==> src/design/vid_out_ctrl_defs.vh <==
// Constants of the video output format and timing control block
`ifndef VID_OUT_CTRL_DEFS_VH
`define VID_OUT_CTRL_DEFS_VH

// ----------------------------------------
// Register sub-addresses
// ----------------------------------------
`define ADDR_OUTPUT_FORMAT_CONTROL 8'h0d
`define ADDR_LINE_SYNC_START_NTSC 8'h16
`define ADDR_LINE_SYNC_START_PAL 8'h17
`define ADDR_VERTICAL_BLANK_BEGIN 8'h18
`define ADDR_VERTICAL_BLANK_FINISH 8'h19
`define ADDR_CHROMA_CONTROL 8'h1a

// ----------------------------------------
// Reset values
// ----------------------------------------
`define RST_OUTPUT_FORMAT 8'h00
`define RST_LINE_SYNC_START 8'h80
`define RST_VBLANK_CODE 8'h00
`define RST_CHROMA_CONTROL 8'h00

// ----------------------------------------
// Field positions
// ----------------------------------------
`define OF_RANGE_BIT 6
`define OF_UV_FMT_BIT 5
`define OF_BYPASS_BIT 4
`define OF_FMT_HI 2
`define OF_FMT_LO 0
`define OF_WMASK 8'h77
`define CC_RESET_BIT 4
`define CC_COMB_HI 3
`define CC_COMB_LO 2
`define CC_GAIN_HI 1
`define CC_GAIN_LO 0
`define CC_WMASK 8'h0f

// ----------------------------------------
// Codes and limits
// ----------------------------------------
`define FMT_16_422 3'h0
`define FMT_12_411 3'h2
`define FMT_8_422 3'h4
`define FMT_8_EMB 3'h7
`define COMB_AUTO 2'h0
`define COMB_ON 2'h2
`define COMB_BYPASS 2'h3
`define GAIN_ON 2'h0
`define GAIN_OFF 2'h2
`define GAIN_FREEZE 2'h3
`define Y_MIN_STD 8'h10
`define Y_MAX_STD 8'heb
`define C_MIN_STD 8'h10
`define C_MAX_STD 8'hf0
`define EXT_MIN 8'h01
`define EXT_MAX 8'hfe
`define C_OFFSET 8'h80
`define SYNC_CENTER 9'h080
`define SYNC_STEP_SHIFT 2
`define LS_PULSE_LEN 8'h10

`endif

==> src/design/line_sync_gen.v <==
// Line sync pulse placement relative to the nominal line reference
`timescale 1ns/1ps
`default_nettype none
`include "vid_out_ctrl_defs.vh"

module line_sync_gen (
	// Clock and reset
	input wire sys_clk,
	input wire rst_n,
	// Timing
	input wire line_ref,
	input wire [7:0] start_code,
	// Result
	output reg pulse
);

reg [11:0] cnt_r;
reg [11:0] last_len_r;
reg [7:0] width_r;
wire [8:0] diff;
wire [11:0] shift;
wire [11:0] target;

// ----------------------------------------
// Offset in pixel clocks
// ----------------------------------------
assign diff = `SYNC_CENTER - {1'b0, start_code};
assign shift = {{3{diff[8]}}, diff} << `SYNC_STEP_SHIFT;
// Early pulses land in the previous line, using its measured length
assign target = shift[11] ? last_len_r + shift : shift;

always @(posedge sys_clk) begin
	if (!rst_n) begin
		cnt_r <= 12'h000;
		last_len_r <= 12'h000;
		width_r <= 8'h00;
		pulse <= 1'b0;
	end else begin
		if (line_ref) begin
			cnt_r <= 12'h000;
			last_len_r <= cnt_r + 12'h001;
		end else begin
			cnt_r <= cnt_r + 12'h001;
		end
		if (cnt_r == target && !line_ref) begin
			width_r <= `LS_PULSE_LEN;
			pulse <= 1'b1;
		end else if (width_r != 8'h00) begin
			width_r <= width_r - 8'h01;
			pulse <= (width_r != 8'h01);
		end else begin
			pulse <= 1'b0;
		end
	end
end

endmodule // line_sync_gen
`default_nettype wire

==> src/design/vblank_window.v <==
// Vertical blanking window with signed line offsets
`timescale 1ns/1ps
`default_nettype none
`include "vid_out_ctrl_defs.vh"

module vblank_window (
	// Clock and reset
	input wire sys_clk,
	input wire rst_n,
	// Timing
	input wire field_start,
	input wire line_strobe,
	input wire [9:0] nominal_first,
	input wire [9:0] nominal_last,
	// Settings
	input wire [7:0] begin_code,
	input wire [7:0] finish_code,
	// Result
	output reg active
);

reg [9:0] line_r;
wire signed [11:0] line_s;
wire signed [11:0] begin_s;
wire signed [11:0] finish_s;

// ----------------------------------------
// Window bounds in lines
// ----------------------------------------
assign line_s = {2'b00, line_r};
// Codes are plain two's complement offsets
assign begin_s = {2'b00, nominal_first} + {{4{begin_code[7]}}, begin_code};
assign finish_s = {2'b00, nominal_last} + {{4{finish_code[7]}}, finish_code};

always @(posedge sys_clk) begin
	if (!rst_n) begin
		line_r <= 10'h000;
		active <= 1'b0;
	end else begin
		if (field_start)
			line_r <= 10'h000;
		else if (line_strobe)
			line_r <= line_r + 10'h001;
		active <= (line_s >= begin_s) && (line_s <= finish_s);
	end
end

endmodule // vblank_window
`default_nettype wire

==> src/design/video_output_format_timing_ctrl.v <==
// Output coding, bus format, sync placement and chroma control of a video decoder
//
// Summary of operation
// - Range bit 0: luma 16..235, chroma 16..240
// - Range bit 1: luma and chroma 1..254
// - Chroma format bit: offset binary or two's complement
// - Bypass bit routes converter channels to outputs
// - Format field picks 16, 12, 8, embedded
// - Sync shift equals (128 minus code) times 4
// - Blank start shifts window start by signed lines
// - Blank stop shifts window end likewise
// - Control pin vertical blank follows window
// - Luma bypass spans the blanking window
// - Color reset write zeroes subcarrier phase
// - Next genlock transmission carries phase-reset flag
// - Color reset bit clears itself when done
// - Comb field: auto, forced on, bypassed
// - Auto comb bypasses on unstable syncs
// - Auto comb always bypasses for PAL
// - Gain field: enabled, disabled, frozen
// - Luma bypass: filters off, chroma zero
// - Blanking output off holds pin low
`timescale 1ns/1ps
`default_nettype none
`include "vid_out_ctrl_defs.vh"

module video_output_format_timing_ctrl (
	// Clock and reset
	input wire sys_clk,
	input wire rst_n,
	// Register port
	input wire [7:0] reg_addr,
	input wire reg_wr_en,
	input wire [7:0] reg_wr_data,
	input wire reg_rd_en,
	output reg [7:0] reg_rd_data,
	// Settings held elsewhere in the device
	input wire vblank_output_on,
	input wire gp_pin_vblank_sel,
	input wire luma_bypass_enable,
	// Decoder status and timing
	input wire pal_detected,
	input wire syncs_unstable,
	input wire line_ref,
	input wire line_strobe,
	input wire field_start,
	input wire [9:0] nominal_vbi_first,
	input wire [9:0] nominal_vbi_last,
	input wire genlock_tx_start,
	// Pixel data in
	input wire [7:0] luma_in,
	input wire [7:0] chroma_in,
	input wire [7:0] adc1_in,
	input wire [7:0] adc2_in,
	// Pixel data out
	output reg [7:0] luma_out,
	output reg [7:0] chroma_out,
	output reg [2:0] bus_format,
	output reg embedded_sync_en,
	// Timing out
	output reg line_sync_pulse,
	output reg general_purpose_control_pin,
	output reg luma_bypass_active,
	// Filter and loop control
	output reg luma_filters_off,
	output reg chroma_comb_on,
	output reg auto_chroma_gain_en,
	output reg auto_chroma_gain_freeze,
	// Color reset and genlock
	output reg color_pll_phase_zero,
	output reg genlock_phase_reset_flag
);

// ----------------------------------------
// Register file
// ----------------------------------------
reg [7:0] output_format_control_r;
reg [7:0] line_sync_start_ntsc_r;
reg [7:0] line_sync_start_pal_r;
reg [7:0] vertical_blank_begin_r;
reg [7:0] vertical_blank_finish_r;
reg [3:0] chroma_control_r;
reg color_reset_pending_r;
reg [7:0] rd_nxt;
localparam [7:0] CC_RESET_VAL = `RST_CHROMA_CONTROL;

wire wr_cc;
wire color_reset_req;

assign wr_cc = reg_wr_en && (reg_addr == `ADDR_CHROMA_CONTROL);
assign color_reset_req = wr_cc && reg_wr_data[`CC_RESET_BIT];

always @(posedge sys_clk) begin
	if (!rst_n) begin
		output_format_control_r <= `RST_OUTPUT_FORMAT;
		line_sync_start_ntsc_r <= `RST_LINE_SYNC_START;
		line_sync_start_pal_r <= `RST_LINE_SYNC_START;
		vertical_blank_begin_r <= `RST_VBLANK_CODE;
		vertical_blank_finish_r <= `RST_VBLANK_CODE;
		chroma_control_r <= CC_RESET_VAL[3:0];
	end else if (reg_wr_en) begin
		case (reg_addr)
		// Reserved bits are dropped on write and read as zero
		`ADDR_OUTPUT_FORMAT_CONTROL:
			output_format_control_r <= reg_wr_data & `OF_WMASK;
		`ADDR_LINE_SYNC_START_NTSC:
			line_sync_start_ntsc_r <= reg_wr_data;
		`ADDR_LINE_SYNC_START_PAL:
			line_sync_start_pal_r <= reg_wr_data;
		`ADDR_VERTICAL_BLANK_BEGIN:
			vertical_blank_begin_r <= reg_wr_data;
		`ADDR_VERTICAL_BLANK_FINISH:
			vertical_blank_finish_r <= reg_wr_data;
		`ADDR_CHROMA_CONTROL:
			chroma_control_r <= reg_wr_data[3:0];
		default: begin
		end
		endcase
	end
end

// ----------------------------------------
// Read path
// ----------------------------------------
always @* begin
	case (reg_addr)
	`ADDR_OUTPUT_FORMAT_CONTROL: rd_nxt = output_format_control_r;
	`ADDR_LINE_SYNC_START_NTSC: rd_nxt = line_sync_start_ntsc_r;
	`ADDR_LINE_SYNC_START_PAL: rd_nxt = line_sync_start_pal_r;
	`ADDR_VERTICAL_BLANK_BEGIN: rd_nxt = vertical_blank_begin_r;
	`ADDR_VERTICAL_BLANK_FINISH: rd_nxt = vertical_blank_finish_r;
	`ADDR_CHROMA_CONTROL: rd_nxt = {3'h0, color_reset_pending_r, chroma_control_r};
	default: rd_nxt = 8'h00;
	endcase
end

always @(posedge sys_clk) begin
	if (!rst_n)
		reg_rd_data <= 8'h00;
	else if (reg_rd_en)
		reg_rd_data <= rd_nxt;
end

// ----------------------------------------
// Field decode
// ----------------------------------------
wire range_ext;
wire uv_twos;
wire path_bypass;
wire [2:0] fmt_code;
wire [1:0] comb_code;
wire [1:0] gain_code;

assign range_ext = output_format_control_r[`OF_RANGE_BIT];
assign uv_twos = output_format_control_r[`OF_UV_FMT_BIT];
assign path_bypass = output_format_control_r[`OF_BYPASS_BIT];
assign fmt_code = output_format_control_r[`OF_FMT_HI:`OF_FMT_LO];
assign comb_code = chroma_control_r[`CC_COMB_HI:`CC_COMB_LO];
assign gain_code = chroma_control_r[`CC_GAIN_HI:`CC_GAIN_LO];

// ----------------------------------------
// Sync and blanking timing
// ----------------------------------------
wire [7:0] sync_code;
wire sync_pulse_raw;
wire vblank_raw;

assign sync_code = pal_detected ? line_sync_start_pal_r : line_sync_start_ntsc_r;

line_sync_gen u_line_sync (
	.sys_clk(sys_clk),
	.rst_n(rst_n),
	.line_ref(line_ref),
	.start_code(sync_code),
	.pulse(sync_pulse_raw)
);

vblank_window u_vblank (
	.sys_clk(sys_clk),
	.rst_n(rst_n),
	.field_start(field_start),
	.line_strobe(line_strobe),
	.nominal_first(nominal_vbi_first),
	.nominal_last(nominal_vbi_last),
	.begin_code(vertical_blank_begin_r),
	.finish_code(vertical_blank_finish_r),
	.active(vblank_raw)
);

wire bypass_now;

assign bypass_now = luma_bypass_enable && vblank_raw;

// ----------------------------------------
// Pixel coding
// ----------------------------------------
wire [7:0] y_lo;
wire [7:0] y_hi;
wire [7:0] c_lo;
wire [7:0] c_hi;
wire [7:0] c_ob;
reg [7:0] y_clip;
reg [7:0] c_clip;

assign y_lo = range_ext ? `EXT_MIN : `Y_MIN_STD;
assign y_hi = range_ext ? `EXT_MAX : `Y_MAX_STD;
assign c_lo = range_ext ? `EXT_MIN : `C_MIN_STD;
assign c_hi = range_ext ? `EXT_MAX : `C_MAX_STD;
// Chroma arrives in two's complement; clipping is done in offset binary
assign c_ob = chroma_in + `C_OFFSET;

always @* begin
	if (luma_in < y_lo)
		y_clip = y_lo;
	else if (luma_in > y_hi)
		y_clip = y_hi;
	else
		y_clip = luma_in;
	if (bypass_now)
		c_clip = `C_OFFSET;
	else if (c_ob < c_lo)
		c_clip = c_lo;
	else if (c_ob > c_hi)
		c_clip = c_hi;
	else
		c_clip = c_ob;
end

always @(posedge sys_clk) begin
	if (!rst_n) begin
		luma_out <= 8'h00;
		chroma_out <= 8'h00;
	end else if (path_bypass) begin
		// Raw converter codes pass unclipped for test access
		luma_out <= adc1_in;
		chroma_out <= adc2_in;
	end else begin
		luma_out <= y_clip;
		chroma_out <= uv_twos ? (c_clip - `C_OFFSET) : c_clip;
	end
end

// ----------------------------------------
// Bus format
// ----------------------------------------
always @(posedge sys_clk) begin
	if (!rst_n) begin
		bus_format <= `FMT_16_422;
		embedded_sync_en <= 1'b0;
	end else begin
		case (fmt_code)
		`FMT_16_422, `FMT_12_411, `FMT_8_422: begin
			bus_format <= fmt_code;
			embedded_sync_en <= 1'b0;
		end
		`FMT_8_EMB: begin
			bus_format <= fmt_code;
			embedded_sync_en <= 1'b1;
		end
		// Reserved codes fall back to the default bus
		default: begin
			bus_format <= `FMT_16_422;
			embedded_sync_en <= 1'b0;
		end
		endcase
	end
end

// ----------------------------------------
// Timing outputs
// ----------------------------------------
always @(posedge sys_clk) begin
	if (!rst_n) begin
		line_sync_pulse <= 1'b0;
		general_purpose_control_pin <= 1'b0;
		luma_bypass_active <= 1'b0;
		luma_filters_off <= 1'b0;
	end else begin
		line_sync_pulse <= sync_pulse_raw;
		if (gp_pin_vblank_sel)
			general_purpose_control_pin <= vblank_output_on && vblank_raw;
		else
			general_purpose_control_pin <= 1'b0;
		luma_bypass_active <= bypass_now;
		luma_filters_off <= bypass_now;
	end
end

// ----------------------------------------
// Comb and gain control
// ----------------------------------------
always @(posedge sys_clk) begin
	if (!rst_n) begin
		chroma_comb_on <= 1'b0;
		auto_chroma_gain_en <= 1'b1;
		auto_chroma_gain_freeze <= 1'b0;
	end else begin
		case (comb_code)
		`COMB_ON: chroma_comb_on <= 1'b1;
		`COMB_BYPASS: chroma_comb_on <= 1'b0;
		// Auto, and the reserved code treated as auto
		default: chroma_comb_on <= !syncs_unstable && !pal_detected;
		endcase
		case (gain_code)
		`GAIN_OFF: begin
			auto_chroma_gain_en <= 1'b0;
			auto_chroma_gain_freeze <= 1'b0;
		end
		`GAIN_FREEZE: begin
			auto_chroma_gain_en <= 1'b1;
			auto_chroma_gain_freeze <= 1'b1;
		end
		default: begin
			auto_chroma_gain_en <= 1'b1;
			auto_chroma_gain_freeze <= 1'b0;
		end
		endcase
	end
end

// ----------------------------------------
// Color reset and genlock flag
// ----------------------------------------
always @(posedge sys_clk) begin
	if (!rst_n) begin
		color_pll_phase_zero <= 1'b0;
		color_reset_pending_r <= 1'b0;
		genlock_phase_reset_flag <= 1'b0;
	end else begin
		color_pll_phase_zero <= color_reset_req;
		// A new request in the send cycle stays pending: set wins
		if (color_reset_req)
			color_reset_pending_r <= 1'b1;
		else if (genlock_tx_start)
			color_reset_pending_r <= 1'b0;
		if (genlock_tx_start)
			genlock_phase_reset_flag <= color_reset_pending_r;
	end
end

endmodule // video_output_format_timing_ctrl
`default_nettype wire

==> config.mk <==
export PLATFORM = sky130hd
export DESIGN_NAME = video_output_format_timing_ctrl
export DESIGN_NICKNAME = d
export VERILOG_FILES = /design/src/design/line_sync_gen.v /design/src/design/vblank_window.v /design/src/design/video_output_format_timing_ctrl.v
export VERILOG_INCLUDE_DIRS = /design/src /design/src/design
export SDC_FILE = /design/constraint.sdc
export NUM_CORES = 1
export LEC_CHECK = 0
export ABC_AREA = 1
export BUFFER_PORTS_ARGS = -buffer_cell sky130_fd_sc_hd__buf_4
export CAP_MARGIN = 0
export CORE_MARGIN = 3
export CORE_UTILIZATION = 30
export CTS_CLUSTER_SIZE = 40
export DETAILED_ROUTE_END_ITERATION = 6
export GPL_TIMING_DRIVEN = 0
export PLACE_DENSITY = 0.51
export SYNTH_ARGS = -nofsm -noshare
export SYNTH_HDL_FRONTEND = slang
export SYNTH_SLANG_ARGS = --single-unit
export TNS_END_PERCENT = 1
==> constraint.sdc <==
create_clock -name sys_clk -period 2.5 [get_ports sys_clk]
set_input_delay 0 -clock sys_clk [delete_from_list [all_inputs] [get_ports sys_clk]]
set_output_delay 0 -clock sys_clk [all_outputs]
set_load 0.1 [all_outputs]
# Yosys cells after proc, flatten, opt, wreduce, memory -nomap -nowiden
# Cells that the tools add are included.
word_totals:
  reg_bits: 123
  latchBits: 0
  ram_bits: 0
  rom_bits: 0
  inputBits: 81
  out_inout_bits: 37
  word_cells: 108
  mem_count: 0
classes:
  add_sub_neg: 9
  multipliers: 0
  n_div: 0
  order_cmp: 6
  n_eq_ne: 15
  shifts: 0
  muxes: 24
  bitwise: 1
  reduce_logical: 26
op_table:
  columns: ["cell", "count"]
  rows:
  - ["$mux 8", 9]
  - ["$pmux 8 s6", 1]
  - ["$eq 8x5->1 const B", 5]
  - ["$add 11x8->12", 2]
  - ["$mux 5", 4]
  - ["$gt 8x8->1", 2]
  - ["$lt 8x5->1", 2]
  - ["$reduce_and 2->1", 8]
  - ["$add 12x1->12 const B", 1]
  - ["$add 12x12->12", 1]
  - ["$eq 12x12->1", 1]
  - ["$ge 11x12->1", 1]
  - ["$le 11x12->1", 1]
  - ["$mux 12", 1]
  - ["$add 10x1->10 const B", 1]
  - ["$sub 8x8->9 const A", 1]
  - ["$add 8x8->8 const B", 1]
  - ["$eq 2x2->1 const B", 4]
  - ["$eq 8x4->1 const B", 1]
  - ["$ne 8x1->1 const B", 1]
  - ["$reduce_bool 8->1", 1]
  - ["$sub 8x1->8 const B", 1]
  - ["$sub 8x8->8 const B", 1]
  - ["$logic_and 1x1->1", 7]
  - ["other kinds (11)", 23]

# Depth between registers and ports, before layout
# Gate-level depths: netlist of run 1.
depth:
  ltp_word: 8
  mapped_depth: 26
  depth_no_buf: 25

# Cells and area by module
# A second synthesis of run 1 with hierarchy kept.
unflattened:
  hier_cells: 1205
  area_unflattened_um2: 8057.7
modules_own_cells:
  columns: ["mod", "n_inst", "cells_each", "area_per_inst_um2", "seq_area_each_um2"]
  rows:
  - ["video_output_format_timing_ctrl", 1, 511, 3666.0, 1581.5]
  - ["line_sync_gen", 1, 384, 2384.8, 660.6]
  - ["vblank_window", 1, 310, 2006.9, 220.2]

# Worst setup path before layout of run 1
# Ideal clock, no wire load.
synth_path:
  kind: "flip-flop to flip-flop"
  start: "register line_sync_start_ntsc_r[1]"
  end: "register u_line_sync.width_r[5]"
  setup_time_ns: 0.119
  arrival_ns: 2.555
  t_required_ns: 2.381
  setup_slack_ns: -0.173
  path_stages_with_launch: 23
  n_path_buf: 0
  period_less_slack_ns: 2.673
  path_cell_list: "dfxtp_1 -> inv_1 -> nand2_1 -> nand2_1 -> ha_1 -> or2_2 -> nand2_1 -> inv_1 -> ha_1 -> a21oi_1 -> nand2_1 -> nand2_1 -> nand2_1 -> inv_1 -> nand3_1 -> nand3_2 -> nand2_1 -> nor2_1 -> nand2_1 -> nor2_2 -> nand3_2 -> nand2_4 -> nor2_2"
synth_via:
  elab_chain_cells: 7
synth_rtl:
  columns: ["item", "line", "rtl"]
  rows:
  - ["start, declared", "video_output_format_timing_ctrl.v:78", "reg [7:0] line_sync_start_ntsc_r;"]
  - ["start signal, assigned", "video_output_format_timing_ctrl.v:96", "line_sync_start_ntsc_r <= `RST_LINE_SYNC_START;"]
  - ["start signal, assigned", "video_output_format_timing_ctrl.v:107", "line_sync_start_ntsc_r <= reg_wr_data;"]
  - ["$mux 8 *", "video_output_format_timing_ctrl.v:168", "assign sync_code = pal_detected ? line_sync_start_pal_r : line_sync_start_ntsc_r;"]
  - ["$sub 8x8->9 (no source line) *", null, null]
  - ["$add 12x12->12", "line_sync_gen.v:30", "assign target = shift[11] ? last_len_r + shift : shift;"]
  - ["$mux 12 *", "line_sync_gen.v:30", null]
  - ["$eq 12x12->1 *", "line_sync_gen.v:45", "if (cnt_r == target && !line_ref) begin"]
  - ["$logic_and 1x1->1 *", "line_sync_gen.v:45", null]
  - ["$reduce_or 2->1 (no source line) *", null, null]
  - ["end signal, assigned", "line_sync_gen.v:46", "width_r <= `LS_PULSE_LEN;"]
  - ["end signal, assigned", "line_sync_gen.v:49", "width_r <= width_r - 8'h01;"]
  - ["end, declared", "line_sync_gen.v:19", "reg [7:0] width_r;"]
# Every way passes the cells marked *; elsewhere a longest branch is shown, timed or not.
# A chain may end at the register's enable or synchronous reset.

# Worst setup path in the final report of run 1
layout_path:
  start: "register line_sync_start_ntsc_r[0]"
  end: "register u_line_sync.width_r[5]"
# The elaborated chain is that of the path after synthesis.

==> flow_summary.toml, run 1 <==
[status]
outcome = "finished with violations"
violations = "setup timing"

[logic_synthesis]
ys_seq_elements = 123
synth-edff-count = 0
synth-main-ff-cell = "dfxtp_1"
yosysWarningCount = 0
synth_cell_types = 50
ys_seq_area_share_pct = 32.0
synthCells = 1096
synth_area_per_cell_um2 = 7.03
netlist_area_um2 = 7700
async_flop_share_pct = 0
syn_nets = 1247

[sta]
max_freq_mhz = 364
finalSetupViolations = 10
period_share_pct = 110
slew_viol_final = 0
rsz0062_at_grt = "yes"
finalWorstPathRequiredPeriod_ps = 2750
slew_headroom_pct = 46.1
skew_ps = 10.0
hold_viol_final = 0
tightest_slew_ps = 809
setup_slack_ps = -250
whs_ps = 22.2

[grt]
globalRouteMet2Util_pct = 29.3
grt-busiest-layer = "met2"
met3_usage_pct = 3.43
met1_usage_pct = 25.1
grt_pass1_wl_um = 40100
grt_pass1_vias = 7638
grt-ovfl-total = 0
grtUsageTotal_pct = 18.2
antenna_found_initial = 0
grt_max_degree = 17

[clock_network]
cts_tree = "done"
cts_buffers = 17
path_clk_slew_ps = 60
clkLatencyLatePin_ps = 420
cts.sinks = 123
cts_max_path_buffers = 2
cts.htree.levels = 4
cts_root_buffer = "clkbuf_16"

[power_and_ir_drop]
finalPower_w = 0.00606
irDropWorstVdd_uv = 318
p_leak_nw = 4.65
power_density_nw_per_um2 = 569

[layout]
area_growth_pct = 38.1
final_common_cell = "nand2_1"
finalInstanceArea_um2 = 10600
num-fill-cells = 2645
regArea_um2 = 2470
drive_gt1_share_pct = 22.6
n_antenna_cell = 0
multiInputGateArea_um2 = 4950
layout_common_cells = "183 x nand2_1, 141 x inv_1, 131 x buf_4"
fin_cells = 1633
finalNetCount = 1443

[routing]
final_antenna_net_count = 0
vias = 7861
drt-initial-drc-count = 432
first_pass_iters = 5
wire_per_inst_um = 15.5
avgViaCountPerCell = 4.81
wl_um = 25200
drcViolationCount = 0

[place]
gp_congestion = 0.826
hpwlAfterDp_um = 19200
postPlaceCellArea_um2 = 9030
port-buffer-count = 114
dp_cells = 1540
place_ws_ps = -573

[critical_path]
r2r_slack_ps = -250
start_kind = "flop"
cp.required_ps = 2810
crit_path_cell_trace = "inv_2 -> nand2_2 -> nand2_4 -> inv_1 -> ha_2 -> inv_1 -> fa_1 -> inv_1 -> nand3_4 -> nand2_4 -> nand2_2 -> nand2_1 -> nand2_1 -> nand2_1 -> nand2_2 -> nand3_2 -> nand4_1 -> nor2_1 -> nand3_2 -> nand2_4 -> nor2_2"
crit_type = "flop to flop"
worstPathMaxFanout = 7
slowest_delay_ps = 410
crit_path_end_kind = "flop"
cp_slowest_cell = "fa_1"
critPathArrivalTime_ps = 3060

[floorplanning]
die_h_um = 166
rows = 58
initial_core_util_pct = 30.6
num_io_pins = 118
die-area_um2 = 27600
die_x_um = 166
coreArea_um2 = 25200

[run]
cap_violations = 0

[hold_path]
min_path_type = "input port to flop"
## power by group
part	internal, W	total (W)	switching, W
Clock	0.00172	0.00263	0.000920
Combinational	0.000507	0.00132	0.000812
Sequential	0.00205	0.00210	0.0000524
Total	0.00427	0.00606	0.00178
## synth_stat cells, types with 2 or more instances
library cell | number | area [um2]
nand2_1 | 209 | 785
inv_1 | 151 | 567
dfxtp_1 | 123 | 2460
nor2_1 | 97 | 364
a21oi_1 | 91 | 455
o21ai_0 | 77 | 385
nand3_1 | 72 | 360
ha_1 | 67 | 838
nor3_1 | 25 | 125
xor2_1 | 21 | 184
a211oi_1 | 20 | 150
clkbuf_1 | 19 | 71.3
nand4_1 | 13 | 81.3
o22ai_1 | 13 | 81.3
nand2_2 | 8 | 50.1
nor2_2 | 8 | 50.1
a31oi_1 | 7 | 43.8
xnor2_1 | 7 | 61.3
nand3b_1 | 6 | 45.0
nor4_1 | 6 | 37.5
o31ai_1 | 6 | 45.0
nand3_2 | 4 | 40.0
o21ai_2 | 4 | 35.0
buf_2 | 3 | 15.0
fa_1 | 3 | 60.1
nand2_4 | 3 | 33.8
o211ai_1 | 3 | 22.5
or2_2 | 3 | 18.8
a21o_1 | 2 | 15.0
buf_8 | 2 | 30.0
inv_2 | 2 | 7.51
nor2_4 | 2 | 22.5
o21bai_1 | 2 | 15.0
## routing by layer
metal	vias up	routed length (um)	part of all wire, %
met5	-	0	0
met4	0	357	1.4
met3	26	1300	5.2
met2	189	11600	46
met1	3601	12000	48
li1	4045	-	-
## what timing repair did
action | in CTS | in global routing
hold buffers | 47 | 0
setup buffers | 13 | 3
endpoints found under the hold margin | 68 | 0
setup endpoints to repair | 10 | 13
pin swaps | 30 | 49
resized for setup | 48 | 58
## area by class of cell
class | instances | area share, %
Sequential cell | 123 | 23.2
Timing Repair Buffer | 177 | 13.6
Multi-Input combinational cell | 791 | 46.6
Tap cell | 330 | 3.88
Buffer | 27 | 1.33
Clock inverter | 6 | 1.02
Clock buffer | 24 | 4.81
Inverter | 155 | 5.54
## state kept, by name (all words and copies together), names as in the netlist, 3 cells and up
register,count
line_sync_start_pal_r,8
bus_format,3
chroma_control_r,4
luma_out,8
reg_rd_data,8
u_line_sync.width_r,8
u_line_sync.cnt_r,12
u_vblank.line_r,10
vertical_blank_finish_r,8
u_line_sync.last_len_r,12
line_sync_start_ntsc_r,8
vertical_blank_begin_r,8
output_format_control_r,6
chroma_out,8
## metrics by stage
step / setup TNS (ps) / util, %
final: -2170 / 42.2
after global routing: -4130 / 42.2
after CTS: -2450 / 41.2
after detailed placement: -5200 / 35.9
after global placement: -5140 / 35.9
after floorplan: 0 / -
## critical path, delay by kind of cell (launching register included)
kind	cells	cell delay [ps]
buffers and inverters	4	310
adders and majority gates	2	640
and+or+nand+nor	15	1320
DFF	1	340
## worst paths after layout
path	start	endpoint	cells after the start
hold reg to reg	u_line_sync.pulse	line_sync_pulse	2
setup reg to reg	line_sync_start_ntsc_r[0]	u_line_sync.width_r[5]	21
setup / recovery	line_sync_start_ntsc_r[0]	u_line_sync.width_r[5]	21
hold / removal	luma_in[4]	luma_out[4]	5
## kinds of logic (layout without fill, tap and decap cells)
| logic type | Yosys count | count (layout) | synth area share (%) |
|---|---|---|---|
| compound gates | 232 | 232 | 17.0 |
| buf+inv | 182 | 389 | 9.42 |
| simple gates | 461 | 461 | 26.8 |
| xor+xnor | 28 | 28 | 3.18 |
| flops | 123 | 123 | 32.0 |
| fa+ha+maj | 70 | 70 | 11.7 |
No activity file was read; power rests on OpenSTA's default activity.
==> run 2: changes to the inputs <==
--- a/config.mk
+++ b/config.mk
@@ -14,6 +14,7 @@
 export CTS_CLUSTER_SIZE = 40
 export DETAILED_ROUTE_END_ITERATION = 6
 export GPL_TIMING_DRIVEN = 0
+export MAX_ROUTING_LAYER = met4
 export PLACE_DENSITY = 0.51
 export SYNTH_ARGS = -nofsm -noshare
 export SYNTH_HDL_FRONTEND = slang
==> run 2 against run 1 <==
  * The run still ends with setup timing left
  * Via count increased by 0.17%
  * Die area unchanged
  * Utilization unchanged
  * First-iteration DRC count increased by 6.0%
  * Maximum frequency decreased by 0.61%
  * Clock power about the same
  * Register-to-register slack got worse by 20 ps
  * Critical path type unchanged
  * Sequential share of layout area unchanged
  * Global-route usage increased by 0.55 points
==> flow_summary.toml, run 2 (synthesized netlist as in run 1, its figures left out) <==
[sta]
finalSetupViolations = 10
finalWorstPathRequiredPeriod_ps = 2770
skew_ps = 8.91
slew_viol_final = 0
rsz0062_at_grt = "yes"
slew_headroom_pct = 46.2
tightest_slew_ps = 808
finalSetupTns_ps = -2310
whs_ps = 25.5
setup_slack_ps = -266
max_freq_mhz = 361
period_share_pct = 111
hold_viol_final = 0

[clock_network]
cts_root_buffer = "clkbuf_16"
clkLatencyLatePin_ps = 420
cts.htree.levels = 4
cts.sinks = 123
cts_buffers = 17
path_clk_slew_ps = 60
cts_max_path_buffers = 2
cts_tree = "done"

[floorplanning]
rows = 58
die-area_um2 = 27600
coreArea_um2 = 25200
num_io_pins = 118
die_h_um = 166
die_x_um = 166
initial_core_util_pct = 30.6

[critical_path]
cp.depth = 21
slowest_delay_ps = 410
worstPathMaxFanout = 7
start_kind = "flop"
crit_type = "flop to flop"
crit_path_end_kind = "flop"
critPathArrivalTime_ps = 3080
reg2reg_depth = 21
critical-path-top-delay-family = "simple AND/OR/NAND/NOR gates"
crit_buf_inv = 4
crit_path_cell_trace = "inv_2 -> nand2_2 -> nand2_4 -> inv_1 -> ha_2 -> inv_1 -> fa_1 -> inv_1 -> nand3_4 -> nand2_4 -> nand2_2 -> nand2_1 -> nand2_1 -> nand2_1 -> nand2_2 -> nand3_2 -> nand4_1 -> nor2_1 -> nand3_2 -> nand2_4 -> nor2_2"
cp_slowest_cell = "fa_1"
cp.required_ps = 2810

[routing]
routed-wl-met2_um = 11600
first_pass_iters = 6
drt-initial-drc-count = 458
wire_per_inst_um = 15.5
avgViaCountPerCell = 4.82
wl_um = 25300
drcViolationCount = 0
wirelength_met1_um = 12200
routed.top_layer = "met4"
vias = 7874
final_antenna_net_count = 0
dr_wl_met3_um = 1130

[grt]
grtUsageTotal_pct = 18.7
antenna_found_initial = 0
grt_max_degree = 17
grt_pass1_wl_um = 40200
grt-ovfl-total = 0
grt_pass1_vias = 7627

[layout]
multiInputGateArea_um2 = 4950
layout_common_cells = "183 x nand2_1, 141 x inv_1, 131 x buf_4"
num-fill-cells = 2645
finalNetCount = 1443
reg_top3 = "u_line_sync.cnt_r (12), u_line_sync.last_len_r (12), u_vblank.line_r (10)"
n_antenna_cell = 0
area_growth_pct = 38.1
fin_util_pct = 42.2
drive_gt1_share_pct = 22.6
regArea_um2 = 2470
fin_cells = 1633
final_common_cell = "nand2_1"

[place]
place_ws_ps = -573
dp_cells = 1540
hpwlAfterDp_um = 19200
port-buffer-count = 114
gp_congestion = 0.838

[hold_path]
whs_path_depth = 5
min_path_type = "input port to flop"

[run]
cap_violations = 0

[status]
outcome = "finished with violations"
violations = "setup timing"

[power_and_ir_drop]
power_density_nw_per_um2 = 570
irDropWorstVdd_uv = 316
p_leak_nw = 4.65
[run 2: cell counts in the layout (fill, tap and decap cells not counted)]
No cell type changed its count.
[run 2: worst reg2reg max path, stage by stage, from the launching register on]
cell,delay [ps]
dfxtp_2,340
inv_2,50
nand2_2,70
nand2_4,80
inv_1,100
ha_2,230
inv_1,60
fa_1,410
inv_1,120
nand3_4,90
nand2_4,100
nand2_2,60
nand2_1,70
nand2_1,50
nand2_1,80
nand2_2,70
nand3_2,70
nand4_1,120
nor2_1,140
nand3_2,150
nand2_4,170
nor2_2,40
[run 2: final timing paths]
path | from | to | slack (ps)
setup reg to reg | line_sync_start_ntsc_r[0] | u_line_sync.width_r[5] | -270
hold / removal | luma_in[4] | luma_out[4] | 30
setup / recovery | line_sync_start_ntsc_r[0] | u_line_sync.width_r[5] | -270
hold reg to reg | u_line_sync.pulse | line_sync_pulse | 420
[run 2: per-layer routing]
layer	vias to the layer above	GRT usage (%)
met3	19	3.38
met4	0	4.63
met1	3627	25.2
met5	-	-
li1	4048	-
met2	180	29.3
[run 2: what timing repair did]
item	4_1_cts	5_1_grt
hold buffers	47	0
pin swaps	30	49
resized for setup	48	58
endpoints found under the setup margin	10	13
hold endpoints to repair	68	0
buffers inserted	13	3
[run 2: cell type report]
type / instances / share of cell area [%]
clock buffers: 24 / 4.81
repair buffers: 177 / 13.6
flip-flops and latches: 123 / 23.2
inverters: 155 / 5.54
multi-input cells: 791 / 46.6
well taps: 330 / 3.88
plain buffers: 27 / 1.33
clock inverters: 6 / 1.02
[run 2: per-stage QoR]
step,total power (W),cell area (um2)
finish,0.00606,10600
global route,0.00634,10600
CTS,0.00607,10400
detailed placement,0.00333,9030
global placement,0.00333,9030
floorplan,0.00299,7770
[run 2: power breakdown]
| part | total, W | leakage, nW | internal (W) | switching (W) |
|---|---|---|---|---|
| clock | 0.00264 | 0.308 | 0.00172 | 0.000927 |
| sequential | 0.00210 | 1.00 | 0.00205 | 0.0000524 |
| combinational | 0.00132 | 3.34 | 0.000507 | 0.000813 |
| total | 0.00606 | 4.65 | 0.00427 | 0.00179 |
==> run 3: changes to the inputs <==
--- a/config.mk
+++ b/config.mk
@@ -9,13 +9,14 @@
 export ABC_AREA = 1
 export BUFFER_PORTS_ARGS = -buffer_cell sky130_fd_sc_hd__buf_4
 export CAP_MARGIN = 0
-export CORE_MARGIN = 3
+export CORE_MARGIN = 2
 export CORE_UTILIZATION = 30
 export CTS_CLUSTER_SIZE = 40
 export DETAILED_ROUTE_END_ITERATION = 6
 export GPL_TIMING_DRIVEN = 0
 export MAX_ROUTING_LAYER = met4
-export PLACE_DENSITY = 0.51
+export PLACE_DENSITY = 0.5
+export SETUP_SLACK_MARGIN = 0.3
 export SYNTH_ARGS = -nofsm -noshare
 export SYNTH_HDL_FRONTEND = slang
 export SYNTH_SLANG_ARGS = --single-unit
==> constraint.sdc (replaced) <==
create_clock -name sys_clk -period 3.4 [get_ports sys_clk]
set_input_delay 0 -clock sys_clk [delete_from_list [all_inputs] [get_ports sys_clk]]
set_output_delay 0 -clock sys_clk [all_outputs]
set_load 0.1 [all_outputs]
==> run 3 against run 2 <==
  * The run now ends clean
  * Clock skew grew 3.0 ps
  * Count of clock-buffer cells in the layout down 1
  * Clock power decreased by 33%
  * Die area fell by 2.4%
  * Global-route usage fell by 0.10 points
  * Register-to-register slack gained 800 ps
  * Utilization down 1.8 points
  * Sequential share of layout area up 0.98 points
  * Critical path type unchanged
  * Largest power group unchanged
  * Highest routed layer unchanged
==> flow_summary.toml, run 3 (synthesized netlist as in run 1, its figures left out) <==
[sta]
skew_ps = 11.9
tightest_slew_ps = 867
finalSetupTns_ps = 0
finalWorstPathRequiredPeriod_ps = 2860
rsz0062_at_grt = "yes"
setup_slack_ps = 538
finalSetupViolations = 0
whs_ps = 6.69
slew_viol_final = 0
max_freq_mhz = 349
period_share_pct = 84.2
slew_headroom_pct = 42.2
hold_viol_final = 0

[routing]
vias = 7679
final_antenna_net_count = 0
avgViaCountPerCell = 4.74
first_pass_iters = 5
drt-initial-drc-count = 486
drcViolationCount = 0
wire_per_inst_um = 14.9
wl_um = 24100

[place]
place_ws_ps = 211
dp_cells = 1540
hpwlAfterDp_um = 19000
postPlaceCellArea_um2 = 8970
port-buffer-count = 114
gp_congestion = 0.887

[critical_path]
r2r_start = "line_sync_start_pal_r[1]"
start_kind = "flop"
critical-path-top-delay-family = "simple AND/OR/NAND/NOR gates"
cpMostUsedCell = "nand2_1"
cp.required_ps = 3710
crit_type = "flop to flop"
crit_buf_inv = 2
worstPathMaxFanout = 7
cp_slowest_cell = "dfxtp_1"
crit_path_end_kind = "flop"
critPathArrivalTime_ps = 3170
slowest_delay_ps = 320
critPathLaunch = "line_sync_start_pal_r[1]"

[grt]
grt_pass1_wl_um = 37700
grt_pass1_vias = 7228
grtUsageTotal_pct = 18.6
grt-ovfl-total = 0
antenna_found_initial = 1
grt_max_degree = 17

[status]
outcome = "finished clean"

[clock_network]
clkLatencyLatePin_ps = 420
cts_buffers = 17
cts.sinks = 123
cts_root_buffer = "clkbuf_16"
cts_tree = "done"
cts.htree.levels = 4
cts_max_path_buffers = 2
path_clk_slew_ps = 60

[power_and_ir_drop]
irDropWorstVdd_uv = 249
p_leak_nw = 4.51
power_density_nw_per_um2 = 418

[run]
cap_violations = 0

[floorplanning]
die_h_um = 164
rows = 58
num_io_pins = 118
die-area_um2 = 27000
coreArea_um2 = 25200
initial_core_util_pct = 30.6
die_x_um = 164

[layout]
area_growth_pct = 32.2
finalInstanceArea_um2 = 10200
finalNetCount = 1428
drive_gt1_share_pct = 16.8
final_common_cell = "nand2_1"
layout_common_cells = "202 x nand2_1, 146 x inv_1, 121 x dfxtp_1"
fin_cells = 1620
reg_top3 = "u_line_sync.cnt_r (12), u_line_sync.last_len_r (12), u_vblank.line_r (10)"

[hold_path]
hp-start = "chroma_in[4]"
min_path_type = "input port to flop"
==> run 3: cell count changes in the layout (fill, tap and decap cells not counted), moves of 5 or more <==
cell,previous run,this run
nand2_1,183,202
buf_4,131,116
nand2_2,28,15
ha_1,54,62
nand2_4,9,2
dfxtp_1,116,121
dfxtp_2,7,2
inv_1,141,146
inv_2,11,6
nor2_1,88,93
nor2_2,16,11
==> run 3: final timing paths <==
path              slack (ps)  cells past startpoint                     end
setup / recovery         540                     25  u_line_sync.width_r[7]
hold / removal             7                      5           chroma_out[4]
setup reg to reg         540                     25  u_line_sync.width_r[7]
hold reg to reg          410                      2         line_sync_pulse
==> run 3: timing repair <==
item                                    4_1_cts  5_1_grt
pin swaps                                     3       14
hold endpoints to repair                     69        0
hold buffers                                 47        0
buffers inserted                              1        0
endpoints found under the setup margin        8       10
resized for setup                             5       35
==> run 3: area by class of cell <==
type                       count  area, um2
multi-input combinational    791       4670
fill                        2652      15000
clock buffer                  23        478
timing repair buffer         162       1330
inverter                     155        589
tap                          330        413
buffer                        27        141
sequential                   123       2460
clock inverter                 8       92.6
antenna                        1       2.50
==> run 3: routing by layer <==
metal  vias to the layer above  global-route usage (%)  wire (um)
met1                      3451                    25.6      11900
met3                        19                    3.01       1450
li1                       4026                       -          -
met5                         -                       -          0
met4                         0                    4.59        267
met2                       183                    28.4      10400
==> run 3: worst register-to-register path, stage by stage (launching register included) <==
cell     delay, ps
dfxtp_1        320
inv_2           90
nand2_1         70
nand2_2        100
ha_4           150
nand2_2         80
nor2_4         160
nand2_1         70
nand2_1         80
nand2_2         80
inv_2           90
ha_4           210
nand2_1         60
nand2_1         70
nand2_1         60
o21ai_0         80
nor2_1         190
nand3_1        100
nand2_1         80
nand3_1         60
nand2_1         60
nand2_1         60
nor2_2         130
nand3_4        140
nand2_8        130
nor2_2          40
==> run 3: power breakdown <==
part / total [W] / switching [W] / internal (W)
logic: 0.000934 / 0.000584 / 0.000349
clock network: 0.00178 / 0.000654 / 0.00113
registers: 0.00154 / 0.0000375 / 0.00151
==> run 3: metrics by stage <==
stage	util, %	total power [W]
6_report	40.4	0.00426
5_1_grt	40.4	0.00448
4_1_cts	39.8	0.00428
3_5_place_dp	35.6	0.00244
3_3_place_gp	35.6	0.00244
2_1_floorplan	-	0.00219
